File: config.mk
export PLATFORM = sky130hd
export DESIGN_NAME = svwd_supervisor
export DESIGN_NICKNAME = d
export VERILOG_FILES = /design/src/hdl/svwd_pkg.sv /design/src/hdl/svwd_sync3.sv /design/src/hdl/svwd_timer.sv /design/src/hdl/svwd_supervisor.sv
export VERILOG_INCLUDE_DIRS = /design/src /design/src/hdl
export SDC_FILE = /design/constraint.sdc
export NUM_CORES = 1
export LEC_CHECK = 0
export ABC_CLOCK_PERIOD_IN_PS = 2670
export BUFFER_PORTS_ARGS = -buffer_cell sky130_fd_sc_hd__buf_2
export CAP_MARGIN = 15
export CORE_MARGIN = 5
export CORE_UTILIZATION = 45
export DETAILED_ROUTE_END_ITERATION = 6
export MAX_ROUTING_LAYER = met4
export PLACE_DENSITY_LB_ADDON = 0.1
export SYNTH_ARGS = -nofsm -noshare
export SYNTH_HDL_FRONTEND = slang
export SYNTH_SLANG_ARGS = --single-unit
File: constraint.sdc
create_clock -name clk_sys -period 2.67 [get_ports clk_sys]
set_clock_uncertainty 0.2 [all_clocks]
set_input_delay 0.1335 -clock clk_sys [delete_from_list [all_inputs] [get_ports clk_sys]]
set_output_delay 0.1335 -clock clk_sys [all_outputs]
set_load 0.01 [all_outputs]
File: src/hdl/svwd_params.svh
`ifndef SVWD_PARAMS_SVH
`define SVWD_PARAMS_SVH

// ----------------------------------------
// Clock
// ----------------------------------------
`define SVWD_CLK_HZ           40000000
`define SVWD_CLK_PERIOD_NS    25

// ----------------------------------------
// Timing figures in their own units
// ----------------------------------------
`define SVWD_RST_STRETCH_MS   200
`define SVWD_WD_PERIOD_MS     1560

// ----------------------------------------
// Cycle counts derived from the rate
// ----------------------------------------
`define SVWD_RST_STRETCH_CYC  ((`SVWD_CLK_HZ / 1000) * `SVWD_RST_STRETCH_MS)
`define SVWD_WD_PERIOD_CYC    ((`SVWD_CLK_HZ / 1000) * `SVWD_WD_PERIOD_MS)

// ----------------------------------------
// Synchroniser reset values, bit order of svwd_ind_t
// ----------------------------------------
`define SVWD_IND_WIDTH        7
`define SVWD_IND_RST          7'h10

`endif

File: src/hdl/svwd_pkg.sv
package svwd_pkg;

    // ----------------------------------------
    // Comparator and pin indications
    // ----------------------------------------
    typedef struct packed {
        logic supply_ok;
        logic lowline_above_hi;
        logic manual_reset_n;
        logic lowline_above_lo;
        logic lockout_ok;
        logic powerfail_above_ref;
        logic watchdog_kick_in;
    } svwd_ind_t;

    // ----------------------------------------
    // Reset sequencer states
    // ----------------------------------------
    typedef enum logic [1:0] {
        SVWD_HOLD    = 2'b00,
        SVWD_STRETCH = 2'b01,
        SVWD_RUN     = 2'b10
    } svwd_rst_state_t;

    // ----------------------------------------
    // Output group
    // ----------------------------------------
    typedef struct packed {
        logic reset_n;
        logic reset_out;
        logic watchdog_alarm_n;
        logic powerfail_alarm_n;
        logic low_line_n;
    } svwd_out_t;

endpackage

File: src/hdl/svwd_sync3.sv
`timescale 1ns/1ps
`default_nettype none

module svwd_sync3 #(
    parameter int unsigned                  WIDTH    = 1,
    parameter logic [WIDTH-1:0]             RST_VAL  = '0
) (
    input  wire logic                       clk_sys,
    input  wire logic                       rst_n,
    input  wire logic [WIDTH-1:0]           async_in,
    output logic      [WIDTH-1:0]           stable_q
);

    logic [WIDTH-1:0] meta_q;
    logic [WIDTH-1:0] s2_q;
    logic [WIDTH-1:0] s3_q;
    logic [WIDTH-1:0] stable_d;

    // ----------------------------------------
    // Accept a bit only when stages two and three agree
    // ----------------------------------------
    genvar i;
    generate
        for (i = 0; i < WIDTH; i++) begin : g_bit
            assign stable_d[i] = (s2_q[i] == s3_q[i]) ? s3_q[i] : stable_q[i];
        end
    endgenerate

    always_ff @(posedge clk_sys or negedge rst_n) begin
        if (!rst_n) begin
            meta_q   <= RST_VAL;
            s2_q     <= RST_VAL;
            s3_q     <= RST_VAL;
            stable_q <= RST_VAL;
        end else begin
            meta_q   <= async_in;
            s2_q     <= meta_q;
            s3_q     <= s2_q;
            stable_q <= stable_d;
        end
    end

endmodule

`default_nettype wire

File: src/hdl/svwd_timer.sv
`timescale 1ns/1ps
`default_nettype none

module svwd_timer #(
    parameter int unsigned                  LIMIT = 1
) (
    input  wire logic                       clk_sys,
    input  wire logic                       rst_n,
    input  wire logic                       restart,
    output logic                            done_q
);

    logic [31:0] count_q;
    logic [31:0] count_d;
    logic        hit;
    logic        done_d;

    // ----------------------------------------
    // Done rises LIMIT edges after restart drops
    // ----------------------------------------
    assign hit     = (count_q == 32'(LIMIT - 1));
    assign count_d = restart ? 32'h0000_0000 :
                     (done_q | hit) ? count_q : count_q + 32'h0000_0001;
    assign done_d  = !restart && (done_q || hit);

    always_ff @(posedge clk_sys or negedge rst_n) begin
        if (!rst_n) begin
            count_q <= 32'h0000_0000;
            done_q  <= 1'b0;
        end else begin
            count_q <= count_d;
            done_q  <= done_d;
        end
    end

endmodule

`default_nettype wire

File: src/hdl/svwd_supervisor.sv
// What this block does
// - Kick must toggle within the period; otherwise watchdog alarm goes low.
// - Supply below reset threshold holds watchdog alarm low regardless of timer.
// - Watchdog alarm has no minimum low time; rises at once when supply recovers.
// - Supply drop asserts reset in the same cycle the watchdog alarm drops.
// - Alarm wired to manual reset gives a full reset including the stretch.
// - Power-fail alarm low while sense input is below its reference.
// - Low-supply warning low under threshold 60mV above reset, 2mV hysteresis.
// - Manual reset low asserts reset, held 200ms after it returns high.
// - Manual reset reads high when open, thanks to its pull-up.
// - Bouncing switch restarts the stretch until the input stays high.
// - Below lock-out level, warning and both alarm outputs are forced low.
// - Reset held 200ms after supply recovers; a dip restarts the interval.
// - Active-high reset output is the exact complement of active-low reset.

`timescale 1ns/1ps
`default_nettype none
`include "svwd_params.svh"

module svwd_supervisor #(
    parameter int unsigned                  STRETCH_CYC = `SVWD_RST_STRETCH_CYC,
    parameter int unsigned                  WD_CYC      = `SVWD_WD_PERIOD_CYC
) (
    input  wire logic                       clk_sys,
    input  wire logic                       rst_n,
    input  wire logic                       supply_ok_in,
    input  wire logic                       lowline_above_hi_in,
    input  wire logic                       lowline_above_lo_in,
    input  wire logic                       lockout_ok_in,
    input  wire logic                       powerfail_sense_in,
    input  wire logic                       manual_reset_n,
    input  wire logic                       watchdog_kick_in,
    output svwd_pkg::svwd_out_t             out_q
);

    import svwd_pkg::*;

    // ----------------------------------------
    // Declarations
    // ----------------------------------------
    svwd_ind_t       raw_ind;
    svwd_ind_t       ind_s;
    svwd_rst_state_t state_q;
    svwd_rst_state_t state_d;
    svwd_out_t       out_d;

    logic            kick_prev_q;
    logic            kick_edge;
    logic            wd_restart;
    logic            wd_expired;
    logic            stretch_restart;
    logic            stretch_done;
    logic            rst_cause;
    logic            lock_ok;
    logic            ll_ok_q;
    logic            ll_ok_d;
    logic            run_next;

    // ----------------------------------------
    // Pin indications into the clock domain
    // ----------------------------------------
    // Open manual reset pin is pulled high outside, so a 1 here means idle
    assign raw_ind.supply_ok           = supply_ok_in;
    assign raw_ind.lowline_above_hi    = lowline_above_hi_in;
    assign raw_ind.manual_reset_n      = manual_reset_n;
    assign raw_ind.lowline_above_lo    = lowline_above_lo_in;
    assign raw_ind.lockout_ok          = lockout_ok_in;
    assign raw_ind.powerfail_above_ref = powerfail_sense_in;
    assign raw_ind.watchdog_kick_in    = watchdog_kick_in;

    svwd_sync3 #(
        .WIDTH    (`SVWD_IND_WIDTH),
        .RST_VAL  (`SVWD_IND_RST)
    ) u_sync (
        .clk_sys  (clk_sys),
        .rst_n    (rst_n),
        .async_in (raw_ind),
        .stable_q (ind_s)
    );

    // ----------------------------------------
    // Lock-out
    // ----------------------------------------
    assign lock_ok = ind_s.lockout_ok;

    // ----------------------------------------
    // Reset sequencer
    // ----------------------------------------
    // Either cause holds reset; any return of a cause restarts the stretch
    assign rst_cause = !ind_s.supply_ok || !ind_s.manual_reset_n;

    always_comb begin
        state_d = state_q;
        unique case (state_q)
            SVWD_HOLD: begin
                if (!rst_cause) begin
                    state_d = SVWD_STRETCH;
                end
            end
            SVWD_STRETCH: begin
                if (rst_cause) begin
                    state_d = SVWD_HOLD;
                end else if (stretch_done) begin
                    state_d = SVWD_RUN;
                end
            end
            SVWD_RUN: begin
                if (rst_cause) begin
                    state_d = SVWD_HOLD;
                end
            end
            default: begin
                state_d = SVWD_HOLD;
            end
        endcase
    end

    // Timer held at zero outside the stretch state
    assign stretch_restart = (state_q != SVWD_STRETCH) || rst_cause;

    svwd_timer #(
        .LIMIT    (STRETCH_CYC)
    ) u_stretch (
        .clk_sys  (clk_sys),
        .rst_n    (rst_n),
        .restart  (stretch_restart),
        .done_q   (stretch_done)
    );

    assign run_next = (state_d == SVWD_RUN);

    // ----------------------------------------
    // Watchdog
    // ----------------------------------------
    // Either edge of the kick counts, so a stuck level always times out
    assign kick_edge  = ind_s.watchdog_kick_in != kick_prev_q;
    // Timer cleared while reset is out, fresh period at release
    assign wd_restart = kick_edge || !out_q.reset_n;

    svwd_timer #(
        .LIMIT    (WD_CYC)
    ) u_wd (
        .clk_sys  (clk_sys),
        .rst_n    (rst_n),
        .restart  (wd_restart),
        .done_q   (wd_expired)
    );

    // ----------------------------------------
    // Low-line comparator with hysteresis
    // ----------------------------------------
    // Two thresholds 2mV apart stand for the hysteresis band
    assign ll_ok_d = ind_s.lowline_above_hi ||
                     (ll_ok_q && ind_s.lowline_above_lo);

    // ----------------------------------------
    // Output next values
    // ----------------------------------------
    // Alarm follows supply directly, not the stretched reset, so it
    // has no minimum low time; manual reset is left out of it so that
    // a loop from the alarm back to manual reset can release itself
    assign out_d.watchdog_alarm_n  = lock_ok && ind_s.supply_ok &&
                                     !wd_expired;
    // Reset and alarm are decided from the same sampled supply bit
    assign out_d.reset_n           = run_next;
    assign out_d.reset_out         = !run_next;
    assign out_d.powerfail_alarm_n = lock_ok && ind_s.powerfail_above_ref;
    assign out_d.low_line_n        = lock_ok && ll_ok_d;

    // ----------------------------------------
    // Registers
    // ----------------------------------------
    always_ff @(posedge clk_sys or negedge rst_n) begin
        if (!rst_n) begin
            state_q     <= SVWD_HOLD;
            kick_prev_q <= 1'b0;
            ll_ok_q     <= 1'b0;
        end else begin
            state_q     <= state_d;
            kick_prev_q <= ind_s.watchdog_kick_in;
            ll_ok_q     <= ll_ok_d;
        end
    end

    // Supply-good reset leaves the host in reset with alarms low
    always_ff @(posedge clk_sys or negedge rst_n) begin
        if (!rst_n) begin
            out_q <= '{reset_n: 1'b0, reset_out: 1'b1, watchdog_alarm_n: 1'b0,
                       powerfail_alarm_n: 1'b0, low_line_n: 1'b0};
        end else begin
            out_q <= out_d;
        end
    end

endmodule

`default_nettype wire

==> results.toml, run 1 <==
[route]
dr.pass1.iters = 4
drt-total-wl_um = 9631
vias = 3526
drtAntennaViolNets = 0
drtIter0Drc = 205
drc_errors = 0
wire_per_inst_um = 15.41
via_per_inst = 5.642

[yosys]
synthCells = 456
synth_top_area_frac = 0.5146
syn-cell-area_mm2 = 0.004766
synth_top_area_cell = "dfrtp_1"
synth_edf_count = 0
synthArstFlopShare = 1.000
synth_seq_area_share = 0.5421
synth_cell_types = 56
yosysWarnings = 0
ys_ff_latch = 103
synth_flop_cell = "dfrtp_1"
synth_nets = 467
synth_commonest_cells = "dfrtp_1 (98), nand2_1 (44), nor2_1 (41)"
synth.most_common_cell = "dfrtp_1"
avgSynthCellArea_um2 = 10.45
synth.area.top_cells = "dfrtp_1 (51%), nand2_1 (3.5%), nor2_1 (3.2%)"

[clocking]
cts_made_buffers = 9
cts_max_path_buffers = 2
clock-sinks = 103
cts_tree = "done"
clk_latency_ns = 0.39
cts_root_buf = "clkbuf_8"
clkTransAtPathRegs_ns = 0.10
h-tree-depth = 3
ctsResizeCount = 0
post_cts_buffers = 0

[power_and_ir_drop]
power_density_mw_per_mm2 = 540.0
vdd_drop_max_mv = 0.3856
p_leak_nw = 2.121

[floorplanning]
fp.dieH_um = 112.9
die_w_um = 112.9
core_area_mm2 = 0.01032
start_util = 0.4616
die-area_mm2 = 0.01275
row_count = 37
pin_count = 14

[grt]
use_met1 = 0.2409
top_usage_layer = "met2"
grtUsageMet2 = 0.2445
grt_usage = 0.1718
grt_max_degree = 69
grt_pass1_vias = 3477
grt_first_pass_wirelength_um = 17130
gr-total-overflow = 0
grt_util_met3 = 0.05668
antenna_found_initial = 0

[setup_path]
slowest_delay_ns = 0.63
crit_slowest_cell = "or4_4"
crit_buf_inv = 0
critPathLaunchType = "flip-flop"
crit_cells = 6
crit_family = "simple AND/OR/NAND/NOR gates"
r2r_end = "u_wd.count_q[30]"
r2r-start = "u_wd.count_q[0]"
cp-end-kind = "flip-flop"
r2r_slack_ns = 0.31
worstSetupPathType = "flip-flop to flip-flop"
cp_max_fo = 5
crit_arrival_ns = 2.42
r2r_cells = 6
cp_cell_sequence = "ha_1 -> nand4_1 -> or4_4 -> nor4_4 -> xnor2_1 -> nor2_1"
cp_data_required_time_ns = 2.73

[placed_design]
io_buffers = 13
dpl.hpwl_um = 6388
place_congestion = 0.7965
placed_cells = 601

[timing]
max_slew_margin = 0.5822
finalSetupViolCount = 0
drv_slew = 0
grt_setup_unrepaired = "false"
fmax_ghz = 0.4240
worst_pin_slew_ns = 0.6252
tns_ns = 0
fin_crit_ns = 2.359
finalCritPeriodShare = 0.8834
hold_viol = 0

[layout]
fin_cells = 625
multiInputGateArea_mm2 = 0.002092
seq_area_mm2 = 0.002584
area_delta_synth_final_pct = 12.44
fillers = 918
antennaDiodeCount = 0
fin_nets = 495
drive_gt1_frac = 0.1288

[outcome]
status = "complete, no violations"

[job]
drv_cap = 0

[min_path]
hp-class = "input port to asynchronous set/reset pin"
==> timing repair <==
action | CTS | global route
hold buffers | 8 | 0
hold endpoints to repair | 110 | 0
endpoints found under the setup margin | 0 | 0
==> routing by layer <==
layer / up-vias / wire length [um]
met1: 1745 / 4945
met5: - / 0
met2: 45 / 4225
met3: 6 / 374
li1: 1730 / -
met4: 0 / 85
==> power by group <==
group,total (W),internal (W),switching (W)
registers,0.00162,0.00160,0.0000206
clock network,0.00118,0.000648,0.000532
logic,0.0000948,0.0000382,0.0000566
==> area by class of cell <==
type | count | share of cell area
sequential | 103 | 0.4821
multi-input combinational | 330 | 0.3904
timing repair buffer | 32 | 0.04530
clock buffer | 12 | 0.02708
clock inverter | 4 | 0.01774
tap | 136 | 0.03175
inverter | 8 | 0.005604
==> placed cells by master (no fill, tap or decap), types with 6 or more instances in the layout <==
master and instances:
dfrtp_1 98, nand2_1 44, nor2_1 41, nand3_1 25, a21oi_1 23, nand4_1 18
xnor2_1 17, nor4_1 14, or3_1 14, buf_2 12, buf_4 11, or4_1 10
clkbuf_8 10, o21ai_0 9, nor3_1 9, inv_1 8, dlygate4sd3_1 8, xor2_1 7
o31ai_1 7, o21ai_1 7, maj3_1 7, and3_1 6, and2_1 6, mux2i_1 6
==> kinds of logic (layout without fill, tap and decap cells) <==
logic type,count (synthesis),after routing,synth area share
and+or+nand+nor,221,221,0.2652
adders and majority gates,9,9,0.01995
buffers and inverters,23,56,0.01995
DFF,103,103,0.5421
AOI/OAI and AO/OA,69,69,0.09373
xor gates and xnor gates,24,24,0.04411
muxes,7,7,0.01496
==> worst max path at each step <==
stage	slack [ns]	to	start
3_3_place_gp	0.38	u_wd.count_q[30]	u_wd.count_q[0]
2_1_floorplan	0.53	u_wd.count_q[30]	u_wd.count_q[0]
4_1_cts	0.30	u_wd.count_q[30]	u_wd.count_q[0]
5_1_grt	0.13	u_stretch.count_q[17]	u_stretch.count_q[9]
6_report	0.31	u_wd.count_q[30]	u_wd.count_q[0]
3_5_place_dp	0.32	u_wd.count_q[30]	u_wd.count_q[0]
==> worst reg2reg max path: stages, from the launching register on <==
cell     delay, ns
dfrtp_1       0.41
ha_1          0.25
nand4_1       0.27
or4_4         0.63
nor4_4        0.27
xnor2_1       0.15
nor2_1        0.06
==> stage by stage <==
stage	total power, W	setup slack, ns	utilization	hold slack [ns]	cell area [um2]
after floorplan	0.001679	0.5294	-	-0.3621	4766
after global placement	0.001739	0.3846	0.4881	-0.07404	5039
after detailed placement	0.001742	0.3235	0.4881	-0.07279	5039
after CTS	0.002945	0.3003	0.5191	0.05079	5359
after global routing	0.003027	0.1302	0.5191	0.07050	5359
final	0.002894	0.3114	0.5191	0.04179	5359
==> sequential cells by signal, indices dropped and copies added (netlist names) <==
name and cells:
ll_ok_q 1, u_sync.meta_q 7, u_stretch.done_q 1, u_sync.s3_q 7, u_wd.done_q 1, u_sync.stable_q 7
u_sync.s2_q 7, kick_prev_q 1, state_q 2, u_wd.count_q 32, u_stretch.count_q 32, out_q 5
Power figures use the tool's default switching activity.
==> inputs of run 2 (changes only) <==
Settings changed: CELL_PAD_IN_SITES_DETAIL_PLACEMENT set to 0, CELL_PAD_IN_SITES_GLOBAL_PLACEMENT set to 1, SLEW_MARGIN set to 20.
==> run 2 against run 1 <==
Against the previous run:
- wire length rose by 3.4%
- sequential cell count unchanged
- clock power down 14%
- cell count up 0.80%
- core utilization is 0.11 points lower
- die area unchanged
- fmax fell by 0.93%
- setup slack got worse by 0.022 ns
- critical path type unchanged
==> results.toml, run 2 (synthesized netlist as in run 1, its figures left out) <==
[grt]
grt_util_met3 = 0.04171
top_usage_layer = "met2"
antenna_found_initial = 0
grt_pass1_vias = 3467
gr-total-overflow = 0
grt_max_degree = 44
grtUsageMet2 = 0.2500
use_met1 = 0.2430
grt_first_pass_wirelength_um = 17220
grt_usage = 0.1734

[setup_path]
crit_family = "simple AND/OR/NAND/NOR gates"
worstSetupStartpoint = "u_stretch.count_q[2]"
r2r-start = "u_stretch.count_q[2]"
crit_slowest_cell = "dfrtp_1"
slowest_delay_ns = 0.47
critPathLaunchType = "flip-flop"
crit_arrival_ns = 2.48
cp_cell_sequence = "nand4_2 -> nor2_1 -> nand4_1 -> nor4_1 -> mux2i_1"
crit_buf_inv = 0
cp_max_fo = 7
worstSetupPathType = "flip-flop to flip-flop"
cp-end-kind = "flip-flop"
cp_data_required_time_ns = 2.77

[clocking]
post_cts_buffers = 0
clk_latency_ns = 0.39
hold_buffers = 8
clock-sinks = 103
ctsResizeCount = 0
clkTransAtPathRegs_ns = 0.11
cts_max_path_buffers = 2
cts_made_buffers = 9
cts_tree = "done"
h-tree-depth = 3
cts_root_buf = "clkbuf_8"

[power_and_ir_drop]
power_density_mw_per_mm2 = 512.1
p_leak_nw = 2.124
p_total_w = 0.002738
vdd_drop_max_mv = 0.4420

[layout]
drive_gt1_frac = 0.1417
fin_nets = 500
layout_common_cells = "dfrtp_1 (98), nand2_1 (44), nor2_1 (41)"
reg_top3 = "u_stretch.count_q x32, u_wd.count_q x32"
area_delta_synth_final_pct = 12.21
final_common_cell = "dfrtp_1"
post-route-util = 0.5180
fillers = 930
antennaDiodeCount = 0

[route]
drc_errors = 0
vias = 3561
drt-total-wl_um = 9959
via_per_inst = 5.652
drtIter0Drc = 220
dr.pass1.iters = 4
wire_per_inst_um = 15.81
drtAntennaViolNets = 0

[timing]
finalSetupViolCount = 0
fin_crit_ns = 2.381
tns_ns = 0
finalCritPeriodShare = 0.8917
max_slew_margin = 0.4887
worst_pin_slew_ns = 0.7650
hold_viol = 0
grt_setup_unrepaired = "false"
whs_ns = 0.05320
fmax_ghz = 0.4200
fin_ws_ns = 0.2892
drv_slew = 0

[floorplanning]
row_count = 37
die-area_mm2 = 0.01275
fp.dieH_um = 112.9
core_area_mm2 = 0.01032
die_w_um = 112.9
pin_count = 14
start_util = 0.4616

[placed_design]
io_buffers = 13
place_congestion = 0.7955
pre_cts_slack_ns = 0.3572
dpl.hpwl_um = 6843

[outcome]
status = "complete, no violations"

[job]
drv_cap = 0

[min_path]
hp-class = "input port to asynchronous set/reset pin"
## run 2: area by class of cell
cell class / instances / area [um2] / share of cell area
Clock buffer: 9 / 123.9 / 0.02316
Clock inverter: 7 / 80.08 / 0.01497
Inverter: 8 / 30.03 / 0.005615
Multi-Input combinational cell: 330 / 2092 / 0.3912
Sequential cell: 103 / 2584 / 0.4832
Tap cell: 136 / 170.2 / 0.03182
Timing Repair Buffer: 37 / 267.8 / 0.05007
## run 2: path summary, 6_finish.rpt
check,slack (ns),endpoint,depth (start not counted)
max,0.29,u_stretch.count_q[31],5
min,0.05,u_stretch.count_q[20],2
max reg2reg,0.29,u_stretch.count_q[31],5
min reg2reg,0.16,u_sync.s2_q[6],0
max in group asynchronous,1.51,u_wd.count_q[27],3
min in group clk_sys,0.16,u_sync.s2_q[6],0
## run 2: power by group
| group | switching, W | internal, W |
|---|---|---|
| combinational | 0.0000577 | 0.0000380 |
| sequential | 0.0000218 | 0.00160 |
| clock | 0.000577 | 0.000445 |
| total | 0.000656 | 0.00208 |
## run 2: worst reg2reg max path, stage by stage (launching register included)
cell and delay (ns):
dfrtp_1 0.47, nand4_2 0.22, nor2_1 0.38, nand4_1 0.31
nor4_1 0.43, mux2i_1 0.27
## run 2: metal layers
layer  vias to the layer above  wire length [um]
li1                       1752                 -
met1                      1762              5249
met2                        39              4309
met3                         8               291
met4                         0               109
met5                         -                 0
## run 2: metrics by stage
step / area [um2] / std cells
2_1_floorplan: 4766 / 456
3_3_place_gp: 5064 / 606
3_5_place_dp: 5064 / 606
4_1_cts: 5348 / 630
5_1_grt: 5348 / 630
6_report: 5348 / 630
